$ cat config.mk
export PLATFORM = sky130hd
export DESIGN_NAME = pcgf_top
export DESIGN_NICKNAME = d
export VERILOG_FILES = /design/src/common/pcgf_pkg.sv /design/src/logic/pcgf_sync.sv /design/src/logic/pcgf_strobe.sv /design/src/logic/pcgf_top.sv
export SDC_FILE = /design/constraint.sdc
export NUM_CORES = 1
export LEC_CHECK = 0
export BUFFER_PORTS_ARGS = -buffer_cell sky130_fd_sc_hd__buf_2
export CORE_AREA = 2 2 128 130
export DETAILED_ROUTE_END_ITERATION = 7
export DIE_AREA = 0 0 130 132
export GPL_TIMING_DRIVEN = 0
export PLACE_DENSITY_LB_ADDON = 0.25
export SYNTH_ARGS = -nofsm -noshare
export SYNTH_HDL_FRONTEND = slang
export SYNTH_SLANG_ARGS = --single-unit
$ cat constraint.sdc
create_clock -name core_clk -period 4.6 [get_ports core_clk]
set_input_delay 0.46 -clock core_clk [delete_from_list [all_inputs] [get_ports core_clk]]
set_output_delay 0.46 -clock core_clk [all_outputs]
set_load 0.01 [all_outputs]
$ cat src/common/pcgf_pkg.sv
// pcgf_pkg: constants shared by the codec strobe and gci frame block
// assumes: 32-bit avalon-mm register bus, byte addresses, one word per register
package pcgf_pkg;
  // ----------------------------------------------------------------
  // register map (byte addresses)
  // ----------------------------------------------------------------
  localparam logic [4:0] ADR_PCM_MODE = 5'h00;
  localparam logic [4:0] ADR_MUX_DATA = 5'h04;
  localparam logic [4:0] ADR_GCI_CFG = 5'h08;
  localparam logic [4:0] ADR_GCI_CMD = 5'h0c;
  localparam logic [4:0] ADR_MON_TX = 5'h10;
  localparam logic [4:0] ADR_GCI_STAT = 5'h14;
  // multiplex index values
  localparam logic [3:0] IDX_SLOT_A = 4'h0;
  localparam logic [3:0] IDX_SLOT_B = 4'h1;
  localparam logic [3:0] IDX_PAT0_LO = 4'hc;
  localparam logic [3:0] IDX_PAT0_HI = 4'hd;
  localparam logic [3:0] IDX_PAT1_LO = 4'he;
  localparam logic [3:0] IDX_PAT1_HI = 4'hf;
  // field positions
  localparam int MODE_FSZ_LSB = 4;
  localparam int SLOT_CHOICE_BIT = 7;
  localparam int CFG_EN_BIT = 0;
  localparam int CFG_CI6_BIT = 1;
  localparam int CFG_SWAP_BIT = 2;
  localparam int CFG_GRP_LSB = 8;
  // frame size codes and half-bit frame lengths minus one
  localparam logic [1:0] FSZ_32 = 2'h0;
  localparam logic [1:0] FSZ_64 = 2'h1;
  localparam logic [10:0] HB_LAST_32 = 11'h1ff;
  localparam logic [10:0] HB_LAST_64 = 11'h3ff;
  localparam logic [10:0] HB_LAST_128 = 11'h7ff;
  // shape pattern length and its done marker
  localparam logic [4:0] PAT_DONE = 5'h10;
  // gci byte positions within the group, idle values
  localparam logic [1:0] GCI_MON_SLOT = 2'h2;
  localparam logic [1:0] GCI_CI_SLOT = 2'h3;
  localparam logic [7:0] MON_IDLE = 8'hff;
  localparam logic HS_IDLE = 1'b1;
endpackage : pcgf_pkg

$ cat src/logic/pcgf_sync.sv
// pcgf_sync: two-flop synchroniser for a group of pin inputs
// assumes: bits are independent levels; no bus coherence is needed
`timescale 1ns/1ps
`default_nettype none
module pcgf_sync #(
  parameter int W = 4
) (
  input wire logic core_clk,
  input wire logic sys_rst,
  input wire logic [W-1:0] pin_in,
  output logic [W-1:0] pin_sync
);
  typedef struct packed {
    logic [W-1:0] meta;
    logic [W-1:0] stable;
  } pcgf_sync_t;
  pcgf_sync_t st_ff, nxt_st;

  // the first stage feeds only the second stage
  always_comb begin
    nxt_st = st_ff;
    nxt_st.meta = pin_in;
    nxt_st.stable = st_ff.meta;
  end

  always_ff @(posedge core_clk) begin
    if (sys_rst) begin
      st_ff <= '0;
    end else begin
      st_ff <= nxt_st;
    end
  end

  assign pin_sync = st_ff.stable;
endmodule : pcgf_sync
`default_nettype wire

$ cat src/logic/pcgf_strobe.sv
// pcgf_strobe: one codec enable waveform from a 16-step shape pattern
// assumes: step is a one-cycle enable per double-rate clock period
`timescale 1ns/1ps
`default_nettype none
module pcgf_strobe (
  input wire logic core_clk,
  input wire logic sys_rst,
  input wire logic step,
  input wire logic start,
  input wire logic [15:0] pattern,
  output logic strobe
);
  typedef struct packed {
    logic [4:0] pos;
    logic level;
  } pcgf_stb_t;
  pcgf_stb_t st_ff, nxt_st;

  // walk the shape once per slot
  always_comb begin
    nxt_st = st_ff;
    if (step) begin
      if (start) begin
        // low byte lsb goes out first
        nxt_st.level = pattern[0];
        nxt_st.pos = 5'h01;
      end else if (st_ff.pos != pcgf_pkg::PAT_DONE) begin
        nxt_st.level = pattern[st_ff.pos[3:0]];
        nxt_st.pos = st_ff.pos + 5'h01;
      end else begin
        // final bit is the idle level
        nxt_st.level = pattern[15];
      end
    end
  end

  always_ff @(posedge core_clk) begin
    if (sys_rst) begin
      st_ff <= '{pos: pcgf_pkg::PAT_DONE, level: 1'b0};
    end else begin
      st_ff <= nxt_st;
    end
  end

  assign strobe = st_ff.level;
endmodule : pcgf_strobe
`default_nettype wire

$ cat src/logic/pcgf_top.sv
// pcgf_top: codec enable strobes and gci frame overlay on the pcm bus
// assumes: pcm pins come from another clock domain; avalon-mm master on core_clk
//
// Chosen here: the address map and the Avalon-MM slave port.
`timescale 1ns/1ps
`default_nettype none
module pcgf_top (
  input wire logic core_clk,
  input wire logic sys_rst,
  input wire logic [4:0] avs_address,
  input wire logic avs_read,
  input wire logic avs_write,
  input wire logic [31:0] avs_writedata,
  output logic [31:0] avs_readdata,
  output logic avs_waitrequest,
  input wire logic double_rate_bit_clock,
  input wire logic frame_pulse,
  input wire logic serial_line_out_di,
  output logic serial_line_out_do,
  output logic serial_line_out_oe,
  input wire logic serial_line_in_di,
  output logic serial_line_in_do,
  output logic serial_line_in_oe,
  output logic codec_strobe_a,
  output logic codec_strobe_b
);
  typedef struct packed {
    logic [10:0] hb;
    logic dclk_q;
    logic fp_q;
    logic [3:0] idx;
    logic [1:0] fsz;
    logic [7:0] slot_a;
    logic [7:0] slot_b;
    logic [15:0] pat0;
    logic [15:0] pat1;
    logic gen;
    logic ci6;
    logic swap;
    logic [4:0] grp;
    logic [5:0] cmd;
    logic [5:0] cmd_sh;
    logic [7:0] mon_tx;
    logic mon_v;
    logic [7:0] mon_send;
    logic mx_out;
    logic mr_out;
    logic [7:0] rx_sh;
    logic [7:0] mon_cand;
    logic [7:0] mon_rx;
    logic mon_rxr;
    logic [5:0] ind;
    logic mr_in;
    logic mx_in;
    logic dout;
    logic oe_out;
    logic oe_in;
    logic [31:0] rdata;
    logic wait_r;
  } pcgf_st_t;
  pcgf_st_t st_ff, nxt_st;

  logic [3:0] pins_s;
  logic step, start_a, start_b;
  logic [10:0] hb_nxt;
  logic [6:0] slot_nxt, tgt_a, tgt_b, slot_mask;
  logic [6:0] gci_base;
  logic [2:0] bit_nxt;
  logic rx_bit;
  logic [7:0] ci_byte;
  logic [31:0] mux_rd;

  // ----------------------------------------------------------------
  // pin synchronisation
  // ----------------------------------------------------------------
  pcgf_sync #(.W(4)) u_sync (
    .core_clk(core_clk),
    .sys_rst(sys_rst),
    .pin_in({double_rate_bit_clock, frame_pulse, serial_line_out_di, serial_line_in_di}),
    .pin_sync(pins_s)
  );

  // ----------------------------------------------------------------
  // slot timing
  // ----------------------------------------------------------------
  // falling edge of the double-rate clock is one half-bit step
  assign step = st_ff.dclk_q && !pins_s[3];
  always_comb begin
    slot_mask = 7'h7f;
    if (st_ff.fsz == pcgf_pkg::FSZ_32) begin
      slot_mask = 7'h1f;
    end else if (st_ff.fsz == pcgf_pkg::FSZ_64) begin
      slot_mask = 7'h3f;
    end
    // a fresh frame pulse restarts at slot zero
    if (pins_s[2] && !st_ff.fp_q) begin
      hb_nxt = '0;
    end else if (st_ff.hb == {slot_mask, 4'hf}) begin
      hb_nxt = '0;
    end else begin
      hb_nxt = st_ff.hb + 11'h001;
    end
  end
  assign slot_nxt = hb_nxt[10:4];
  assign bit_nxt = hb_nxt[3:1];

  // slot field names the slot before the served one
  assign tgt_a = (st_ff.slot_a[6:0] + 7'h01) & slot_mask;
  assign tgt_b = (st_ff.slot_b[6:0] + 7'h01) & slot_mask;
  // each enable has its own slot
  assign start_a = step && hb_nxt[3:0] == 4'h0 && slot_nxt == tgt_a;
  assign start_b = step && hb_nxt[3:0] == 4'h0 && slot_nxt == tgt_b;

  // ----------------------------------------------------------------
  // codec strobes
  // ----------------------------------------------------------------
  // choice bit picks pattern pair zero or one
  pcgf_strobe u_stb_a (
    .core_clk(core_clk),
    .sys_rst(sys_rst),
    .step(step),
    .start(start_a),
    .pattern(st_ff.slot_a[pcgf_pkg::SLOT_CHOICE_BIT] ? st_ff.pat1 : st_ff.pat0),
    .strobe(codec_strobe_a)
  );
  pcgf_strobe u_stb_b (
    .core_clk(core_clk),
    .sys_rst(sys_rst),
    .step(step),
    .start(start_b),
    .pattern(st_ff.slot_b[pcgf_pkg::SLOT_CHOICE_BIT] ? st_ff.pat1 : st_ff.pat0),
    .strobe(codec_strobe_b)
  );

  // ----------------------------------------------------------------
  // gci overlay helpers
  // ----------------------------------------------------------------
  // group base is four times the slot group
  assign gci_base = {st_ff.grp, 2'b00};
  // swap exchanges which pin is the incoming line
  assign rx_bit = st_ff.swap ? pins_s[1] : pins_s[0];
  // fourth byte: d bits (when 4-bit c/i), c/i, mr, mx
  assign ci_byte = st_ff.ci6 ? {st_ff.cmd_sh, st_ff.mr_out, st_ff.mx_out}
                             : {2'b11, st_ff.cmd_sh[3:0], st_ff.mr_out, st_ff.mx_out};

  always_comb begin
    mux_rd = '0;
    case (st_ff.idx)
      pcgf_pkg::IDX_SLOT_A: mux_rd[7:0] = st_ff.slot_a;
      pcgf_pkg::IDX_SLOT_B: mux_rd[7:0] = st_ff.slot_b;
      pcgf_pkg::IDX_PAT0_LO: mux_rd[7:0] = st_ff.pat0[7:0];
      pcgf_pkg::IDX_PAT0_HI: mux_rd[7:0] = st_ff.pat0[15:8];
      pcgf_pkg::IDX_PAT1_LO: mux_rd[7:0] = st_ff.pat1[7:0];
      pcgf_pkg::IDX_PAT1_HI: mux_rd[7:0] = st_ff.pat1[15:8];
      default: mux_rd = '0;
    endcase
  end

  // ----------------------------------------------------------------
  // next state: link side and register side
  // ----------------------------------------------------------------
  always_comb begin
    nxt_st = st_ff;
    nxt_st.dclk_q = pins_s[3];
    if (step) begin
      nxt_st.fp_q = pins_s[2];
      nxt_st.hb = hb_nxt;
      // mid-bit: sample the incoming line
      if (hb_nxt[0]) begin
        nxt_st.rx_sh = {st_ff.rx_sh[6:0], rx_bit};
      end
      // only monitor and c/i slots are touched
      nxt_st.oe_out = 1'b0;
      nxt_st.oe_in = 1'b0;
      if (st_ff.gen && slot_nxt == gci_base + {5'h00, pcgf_pkg::GCI_MON_SLOT}) begin
        if (hb_nxt[3:0] == 4'h0) begin
          // idle monitor byte and idle mx when nothing queued
          nxt_st.mon_send = st_ff.mon_v ? st_ff.mon_tx : pcgf_pkg::MON_IDLE;
          nxt_st.mx_out = st_ff.mon_v ? ~pcgf_pkg::HS_IDLE : pcgf_pkg::HS_IDLE;
          nxt_st.mon_v = 1'b0;
          nxt_st.dout = st_ff.mon_v ? st_ff.mon_tx[7] : pcgf_pkg::MON_IDLE[7];
        end else begin
          nxt_st.dout = st_ff.mon_send[3'd7 - bit_nxt];
        end
        nxt_st.oe_out = !st_ff.swap;
        nxt_st.oe_in = st_ff.swap;
      end else if (st_ff.gen && slot_nxt == gci_base + {5'h00, pcgf_pkg::GCI_CI_SLOT}) begin
        // latch the command once, at the start of the c/i slot
        if (hb_nxt[3:0] == 4'h0) begin
          nxt_st.cmd_sh = st_ff.cmd;
          nxt_st.dout = st_ff.ci6 ? st_ff.cmd[5] : 1'b1;
        end else begin
          nxt_st.dout = ci_byte[3'd7 - bit_nxt];
        end
        // drive own mr/mx; d bits stay with the slot assigner
        nxt_st.oe_out = !st_ff.swap && (st_ff.ci6 || bit_nxt >= 3'd2);
        nxt_st.oe_in = st_ff.swap && (st_ff.ci6 || bit_nxt >= 3'd2);
      end
      // end of monitor slot: keep the byte as a candidate
      if (hb_nxt == {gci_base + {5'h00, pcgf_pkg::GCI_MON_SLOT}, 4'hf}) begin
        nxt_st.mon_cand = {st_ff.rx_sh[6:0], rx_bit};
      end
      // end of c/i slot: partner indication, mr and mx
      if (hb_nxt == {gci_base + {5'h00, pcgf_pkg::GCI_CI_SLOT}, 4'hf}) begin
        nxt_st.ind = st_ff.ci6 ? st_ff.rx_sh[6:1] : {2'b00, st_ff.rx_sh[4:1]};
        nxt_st.mr_in = st_ff.rx_sh[0];
        nxt_st.mx_in = rx_bit;
        nxt_st.mr_out = pcgf_pkg::HS_IDLE;
        if (st_ff.gen && rx_bit != pcgf_pkg::HS_IDLE) begin
          nxt_st.mon_rx = st_ff.mon_cand;
          nxt_st.mr_out = ~pcgf_pkg::HS_IDLE;
        end
      end
    end

    // avalon slave: one wait cycle, answer on the next edge
    nxt_st.wait_r = 1'b1;
    if ((avs_read || avs_write) && st_ff.wait_r) begin
      nxt_st.wait_r = 1'b0;
      nxt_st.rdata = '0;
      case (avs_address)
        pcgf_pkg::ADR_PCM_MODE: nxt_st.rdata[5:0] = {st_ff.fsz, st_ff.idx};
        pcgf_pkg::ADR_MUX_DATA: nxt_st.rdata = mux_rd;
        pcgf_pkg::ADR_GCI_CFG: nxt_st.rdata[12:0] = {st_ff.grp, 5'h00, st_ff.swap,
                                                       st_ff.ci6, st_ff.gen};
        pcgf_pkg::ADR_GCI_CMD: nxt_st.rdata[5:0] = st_ff.cmd;
        pcgf_pkg::ADR_MON_TX: nxt_st.rdata[7:0] = st_ff.mon_tx;
        pcgf_pkg::ADR_GCI_STAT: nxt_st.rdata[17:0] = {st_ff.mon_rxr, st_ff.mon_v,
                                   st_ff.mr_in, st_ff.mx_in, st_ff.ind, st_ff.mon_rx};
        default: nxt_st.rdata = '0;
      endcase
    end
    // the write lands on the edge where waitrequest is seen low
    if (!st_ff.wait_r && avs_read && avs_address == pcgf_pkg::ADR_GCI_STAT) begin
      nxt_st.mon_rxr = 1'b0;
    end
    if (!st_ff.wait_r && avs_write) begin
      case (avs_address)
        pcgf_pkg::ADR_PCM_MODE: begin
          nxt_st.idx = avs_writedata[3:0];
          nxt_st.fsz = avs_writedata[pcgf_pkg::MODE_FSZ_LSB +: 2];
        end
        pcgf_pkg::ADR_MUX_DATA: begin
          case (st_ff.idx)
            pcgf_pkg::IDX_SLOT_A: nxt_st.slot_a = avs_writedata[7:0];
            pcgf_pkg::IDX_SLOT_B: nxt_st.slot_b = avs_writedata[7:0];
            pcgf_pkg::IDX_PAT0_LO: nxt_st.pat0[7:0] = avs_writedata[7:0];
            pcgf_pkg::IDX_PAT0_HI: nxt_st.pat0[15:8] = avs_writedata[7:0];
            pcgf_pkg::IDX_PAT1_LO: nxt_st.pat1[7:0] = avs_writedata[7:0];
            pcgf_pkg::IDX_PAT1_HI: nxt_st.pat1[15:8] = avs_writedata[7:0];
            default: nxt_st.pat1 = st_ff.pat1;
          endcase
        end
        pcgf_pkg::ADR_GCI_CFG: begin
          // enable only by an explicit write of one
          nxt_st.gen = avs_writedata[pcgf_pkg::CFG_EN_BIT];
          nxt_st.ci6 = avs_writedata[pcgf_pkg::CFG_CI6_BIT];
          nxt_st.swap = avs_writedata[pcgf_pkg::CFG_SWAP_BIT];
          nxt_st.grp = avs_writedata[pcgf_pkg::CFG_GRP_LSB +: 5];
        end
        pcgf_pkg::ADR_GCI_CMD: nxt_st.cmd = avs_writedata[5:0];
        pcgf_pkg::ADR_MON_TX: begin
          nxt_st.mon_tx = avs_writedata[7:0];
          nxt_st.mon_v = 1'b1;
        end
        default: nxt_st.cmd = st_ff.cmd;
      endcase
    end
    // a received byte wins over a clear by status read
    if (step && st_ff.gen && rx_bit != pcgf_pkg::HS_IDLE
        && hb_nxt == {gci_base + {5'h00, pcgf_pkg::GCI_CI_SLOT}, 4'hf}) begin
      nxt_st.mon_rxr = 1'b1;
    end
  end

  always_ff @(posedge core_clk) begin
    if (sys_rst) begin
      st_ff <= '0;
      st_ff.wait_r <= 1'b1;
      st_ff.mx_out <= pcgf_pkg::HS_IDLE;
      st_ff.mr_out <= pcgf_pkg::HS_IDLE;
      st_ff.mon_send <= pcgf_pkg::MON_IDLE;
    end else begin
      st_ff <= nxt_st;
    end
  end

  // ----------------------------------------------------------------
  // outputs, all straight from flops
  // ----------------------------------------------------------------
  assign avs_readdata = st_ff.rdata;
  assign avs_waitrequest = st_ff.wait_r;
  assign serial_line_out_do = st_ff.dout;
  assign serial_line_in_do = st_ff.dout;
  assign serial_line_out_oe = st_ff.oe_out;
  assign serial_line_in_oe = st_ff.oe_in;
endmodule : pcgf_top
`default_nettype wire

==> results of run 1 <==
[worst max-delay path: cells and delay by family, from the launching register on]
family	cells	cell delay (ns)
simple gates	6	2.08
buf+inv	3	0.72
fa+ha+maj	1	0.36
flops	1	0.55
xor+xnor	1	0.12
mux	1	0.20
[final timing paths]
path / endpoint / slack (ns)
min: u_sync.nxt_st[3] / 0.22
max reg2reg: st_ff[70] / 0.43
max: st_ff[70] / 0.43
min reg2reg: u_sync.pin_sync[3] / 0.44
[cells in the final DEF (no fill, tap or decap), drive strengths merged, types with 10 or more instances in the layout]
master / instances
nor2b: 19
o211ai: 13
inv: 18
conb: 14
and3: 10
dfxtp: 180
buf: 88
nor3b: 11
o21ai: 45
a21oi: 75
nand2: 96
clkbuf: 79
mux2: 12
a221oi: 11
nand3: 59
xnor2: 10
a22oi: 15
nor3: 24
nand4: 13
mux2i: 93
mux4: 21
nor2: 135
xor2: 16
[stage by stage]
| step | utilization (%) | cells | hold slack [ns] | setup WS (ns) |
|---|---|---|---|---|
| global route | 66.9 | 1381 | 0.226 | 0.245 |
| CTS | 66.9 | 1381 | 0.222 | 0.553 |
| floorplan | - | 1091 | 0.414 | 1.17 |
| finish | 66.9 | 1381 | 0.225 | 0.429 |
| detailed placement | 63.0 | 1349 | 0.430 | 0.578 |
| global placement | 63.0 | 1349 | 0.419 | 0.594 |
[synth_stat cells, types with 16 or more instances]
cell type  count
nand2_1       96
dfxtp_1      180
mux4_2        21
nand3_1       59
xor2_1        16
a21oi_1       73
nor2_1       135
nor3_1        23
mux2i_1       93
o21ai_0       39
buf_4         33
nor2b_1       19
clkbuf_1      62
[per-layer routing]
layer / wire length, um / vias to the layer above / global-route usage (%)
met3: 2580 / 47 / 6.62
met1: 11900 / 3975 / 46.9
li1: - / 3951 / -
met5: 0 / - / 0
met2: 11700 / 405 / 46.5
met4: 553 / 0 / 8.48
[state kept, by name, indices dropped and copies added, names as in the netlist]
| signal | flops |
|---|---|
| serial_line_in_oe | 1 |
| avs_readdata | 18 |
| avs_waitrequest | 1 |
| u_stb_b.st_ff | 5 |
| u_sync.pin_sync | 4 |
| u_stb_a.st_ff | 5 |
| u_stb_a.strobe | 1 |
| serial_line_in_do | 1 |
| u_stb_b.strobe | 1 |
| serial_line_out_oe | 1 |
| u_sync.nxt_st | 4 |
| gci_base | 5 |
| st_ff | 133 |
[where the power goes]
group | switching [W] | leakage (nW) | internal, W
sequential | 0.00000629 | 1.45 | 0.00157
clock | 0.000729 | 0.293 | 0.000737
combinational | 0.000111 | 2.26 | 0.0000465
[kinds of logic (layout without fill, tap and decap cells)]
logic type,after synthesis,after routing,share of synthesized area (%)
adders and majority gates,7,7,0.935
AOI/OAI and AO/OA,206,206,14.0
muxes,126,126,16.4
xor gates and xnor gates,28,28,2.91
other,1,14,0.0400
buffers and inverters,121,195,6.36
DFF,180,180,38.5
and+or+nand+nor,409,409,20.9
[final cells by class]
type,instances,area [um2],share of cell area [%]
Multi-Input combinational cell,790,5230,49.7
Inverter,13,48.8,0.464
Tap cell,216,270,2.57
Clock buffer,17,425,4.05
Buffer,108,547,5.20
Timing Repair Buffer,42,210,2.00
Sequential cell,180,3600,34.3
Clock inverter,15,179,1.70
==> key figures, run 1 <==
Synth
  • Post-synth top area cell: dfxtp_1
  • Synthesized flop and latch total: 180
  • Mean post-synth cell area: 8.69 um2
  • Asr flop ratio synth: 0%
  • Post-synth EDFFs: 0
  • Cells after Synth: 1078
  • Post-Syn Area: 9370 um2
  • Largest cells by area after synthesis: dfxtp_1 (38%), mux2i_1 (9.9%), nor2_1 (5.4%)
  • Ys flop type: dfxtp_1
  • Yosys warnings: 0
  • Sequential area share after synthesis: 38.5%
  • Synth top area share: 38.5%
  • Cell variety after synth: 70

Die
  • Die Footprint: 17200 um2
  • Die Span Y: 132 um
  • Core area: 15700 um2
  • Site row count: 46
  • Starting density of the core: 59.6%
  • Die X: 130 um
  • I/O Pins: 84

Critical path
  • Biggest cell delay along the critical path: 0.65 ns
  • Cell mode on critical path: buf_2
  • Worst r2r src: st_ff[164]
  • Critical Path AT: 4.49 ns
  • Max Fanout on Critical Path: 10
  • Startpoint Class: register
  • Worst Setup SP: st_ff[164]
  • CP endpoint kind: register
  • Reg2Reg Depth: 12
  • CP max stage cell: nor3_1
  • CP cell instances: ha_1 -> nand4_4 -> or4_1 -> clkbuf_1 -> and2_4 -> xnor2_1 -> or4b_1 -> buf_2 -> nor3_1 -> buf_2 -> mux2i_1 -> nand2_1
  • Critical path class: register to register
  • Worst Path Required: 4.92 ns

Min path
  • Hold Crit Class: primary input to register
  • Worst hold stages: 2
  • Hold path start: double_rate_bit_clock

STA
  • Setup Skew: 0.0111 ns
  • Tmin final: 4.17 ns
  • Final setup vio count: 0
  • Period utilization: 90.7%
  • Slew headroom: 10.9%
  • Fmax achieved: 240 MHz
  • Least-Margin Pin Slew: 1.30 ns
  • Setup_tns: 0 ns
  • RSZ-0062 raised after global routing: no
  • Fin. max-slew vios: 0
  • Final hold vios: 0

Clocking
  • Resized cells post-CTS: 0
  • Worst-Skew Late Latency: 0.45 ns
  • H-Tree Depth: 4
  • CTS root buf: clkbuf_16
  • Clk buf depth: 2
  • CTS tree: done
  • CTS Sinks: 180
  • CTS Buf Count: 17
  • Clock transition at path regs: 0.08 ns
  • Setup Fix Bufs, Post-CTS: 0
  • CTS Hold Bufs: 0

GRT
  • Grt ovf: 0
  • First-pass GRT wire length: 41800 um
  • Vias in the first global route: 7572
  • Initial antenna violation count: 0
  • Global-route usage over all layers: 31.5%
  • Largest net degree at the start of global routing: 21

Finish
  • Area growth syn-to-layout: 12.2%
  • Ant. Diodes: 0
  • Finished Cell Area: 10500 um2
  • Nets: 1204
  • Filler cell count: 1320
  • Layout cell share with drive strength beyond 1: 14.2%

Routing
  • Iter 0 DRT Violations: 922
  • Routed length per instance: 19.4 um
  • Total number of vias: 8378
  • Via density: 6.07
  • DR DRC count: 0
  • Drt total wl: 26700 um
  • Drt first pass iters: 7
  • Post-DRT Antenna Nets: 0

Placed design
  • GP Congestion: 0.962
  • IO Port Bufs: 42
  • Dpl hpwl: 19600 um
  • DP Area: 9900 um2

Power and ir drop
  • Total power: 0.00320 W
  • VDD IR-drop max: 0.275 mV
  • Pwr per Cell Area: 304 nW/um2
  • Leak: 4.00 nW

Job
  • Max-cap check violation count: 0

Run status
  • Status: finished clean
Note: power is estimated with default switching activity, not from simulation.
==> run 2: changes to the inputs <==
--- a/config.mk
+++ b/config.mk
@@ -6,9 +6,10 @@
 export NUM_CORES = 1
 export LEC_CHECK = 0
 export BUFFER_PORTS_ARGS = -buffer_cell sky130_fd_sc_hd__buf_2
-export CORE_AREA = 2 2 128 130
+export CORE_AREA = 2 2 126 128
+export CTS_BUF_LIST = sky130_fd_sc_hd__clkbuf_8
 export DETAILED_ROUTE_END_ITERATION = 7
-export DIE_AREA = 0 0 130 132
+export DIE_AREA = 0 0 128 130
 export GPL_TIMING_DRIVEN = 0
 export PLACE_DENSITY_LB_ADDON = 0.25
 export SYNTH_ARGS = -nofsm -noshare
==> key figures, run 2 (same netlist as run 1, synthesis figures left out) <==
Run status
  • Status: finished clean

GRT
  • Grt ovf: 0
  • First-pass GRT wire length: 41600 um
  • Initial antenna violation count: 0
  • Vias in the first global route: 7461
  • Largest net degree at the start of global routing: 22
  • Global-route usage over all layers: 32.8%

Die
  • Die Footprint: 16600 um2
  • Die Span Y: 130 um
  • Core area: 15400 um2
  • I/O Pins: 84
  • Starting density of the core: 60.7%
  • Site row count: 46
  • Die X: 128 um

STA
  • Tmin final: 4.17 ns
  • Final setup vio count: 0
  • RSZ-0062 raised after global routing: no
  • Fmax achieved: 240 MHz
  • Fin. max-slew vios: 0
  • Least-Margin Pin Slew: 1.09 ns
  • Hold_ws: 0.167 ns
  • Setup Skew: 0.0193 ns
  • Period utilization: 90.6%
  • Slew headroom: 26.7%
  • Final hold vios: 0
  • Setup_tns: 0 ns

Finish
  • Most frequent cells in the layout: dfxtp_1 (180), nor2_1 (135), nand2_1 (96)
  • Nets: 1204
  • Reg with most FFs: st_ff
  • Layout cell share with drive strength beyond 1: 14.2%
  • Commonest non-fill, non-tap cell in the layout: dfxtp_1
  • Ant. Diodes: 0
  • Max reg flops: 133
  • Area growth syn-to-layout: 9.99%

Critical path
  • Crit path buffers/inverters: 2
  • CP max stage cell: nor3_1
  • CP endpoint: st_ff[78]
  • CP cell instances: ha_1 -> nand4_4 -> or4b_1 -> a21oi_2 -> xor2_1 -> or4b_1 -> buf_2 -> nor3_1 -> buf_2 -> mux2i_1 -> nand2_1
  • Worst Setup SP: st_ff[164]
  • R2r setup slk: 0.43 ns
  • Critical path class: register to register
  • Reg2Reg Depth: 11
  • CP endpoint kind: register
  • Critical Path AT: 4.54 ns
  • Startpoint Class: register
  • Max Fanout on Critical Path: 10
  • Biggest cell delay along the critical path: 0.65 ns
  • Crit path max-delay family: simple AND/OR/NAND/NOR gates
  • Worst Path Required: 4.98 ns
  • Critical R2R Capture: st_ff[78]
  • Worst r2r src: st_ff[164]
  • CP Depth: 11

Power and ir drop
  • VDD IR-drop max: 0.226 mV
  • Logic pwr share: 5.5%
  • Sw Ratio: 28.9%
  • Pwr per Cell Area: 279 nW/um2
  • Total power: 0.00287 W
  • NetSw: 0.000830 W
  • Pint: 0.00204 W
  • Clock Power Share: 39.7%
  • Leak: 3.92 nW
  • Seq pwr share: 54.8%

Routing
  • Post-DRT Antenna Nets: 0
  • Metal1 wirelength: 11600 um
  • Via density: 6.22
  • WL met2: 11300 um
  • Routed length per instance: 19.8 um
  • Iter 0 DRT Violations: 977
  • Top sig layer: met4
  • Total number of vias: 8442
  • Drt total wl: 26900 um
  • Metal3 WL: 2900 um
  • Drt first pass iters: 5
  • DR DRC count: 0

Placed design
  • GP Congestion: 0.962
  • Dpl hpwl: 19600 um
  • IO Port Bufs: 42

Clocking
  • Resized cells post-CTS: 0
  • Worst-Skew Late Latency: 0.50 ns
  • Clock transition at path regs: 0.11 ns
  • CTS tree: done
  • CTS Sinks: 180
  • Clk buf depth: 2
  • CTS root buf: clkbuf_8
  • CTS Buf Count: 17
  • CTS Hold Bufs: 0
  • H-Tree Depth: 4
  • Setup Fix Bufs, Post-CTS: 0

Min path
  • Hold Crit Class: primary input to register
  • Worst hold stages: 2

Job
  • Max-cap check violation count: 0
-- run 2: cell types whose count changed in the layout (fill, tap and decap cells not counted), sizes merged --
cell,delta
inv,+1
clkinv,-1
-- run 2: area by class of cell --
cell class                 instances  area (um2)
sequential                       180        3600
timing repair buffer              42         210
fill                            1345        5120
tap                              192         240
clock buffer                      17         234
buffer                           108         547
multi-input combinational        790        5230
inverter                          13        48.8
clock inverter                    15         195
-- run 2: how the worst min path moves through the flow --
stage / end / slack, ns / startpoint
after global placement: u_sync.pin_sync[0] / 0.42 / u_sync.nxt_st[0]
after detailed placement: u_stb_a.strobe / 0.44 / u_stb_a.strobe
after global routing: u_sync.nxt_st[3] / 0.18 / double_rate_bit_clock
final: u_sync.nxt_st[3] / 0.17 / double_rate_bit_clock
after CTS: u_sync.nxt_st[3] / 0.16 / double_rate_bit_clock
after floorplan: u_sync.pin_sync[0] / 0.41 / u_sync.nxt_st[0]
-- run 2: worst register-to-register path, cell delays in order, from the launching register on --
cell	delay, ns
dfxtp_1	0.54
ha_1	0.36
nand4_4	0.19
or4b_1	0.55
a21oi_2	0.33
xor2_1	0.12
or4b_1	0.50
buf_2	0.17
nor3_1	0.65
buf_2	0.35
mux2i_1	0.21
nand2_1	0.06
-- run 2: power by group through the flow --
stage	logic, W	clock network, W	registers, W
global placement	0.000152	0	0.00161
floorplan	0.0000956	0	0.00161
global route	0.000171	0.00120	0.00158
CTS	0.000155	0.00114	0.00157
finish	0.000159	0.00114	0.00157
detailed placement	0.000155	0	0.00161
-- run 2: metrics by stage --
step	worst slack, ns	util, %	std cells	area (um2)
2_1_floorplan	1.17	-	1091	9420
3_3_place_gp	0.584	64.0	1325	9870
3_5_place_dp	0.566	64.0	1325	9870
4_1_cts	0.537	66.8	1357	10300
5_1_grt	0.186	66.8	1357	10300
6_report	0.435	66.8	1357	10300
-- run 2: routing by layer --
metal  track usage (%)  vias to the layer above
li1                  -                     3937
met1              46.7                     3937
met2              47.4                      505
met3              7.50                       63
met4              15.2                        0
met5                 0                        -
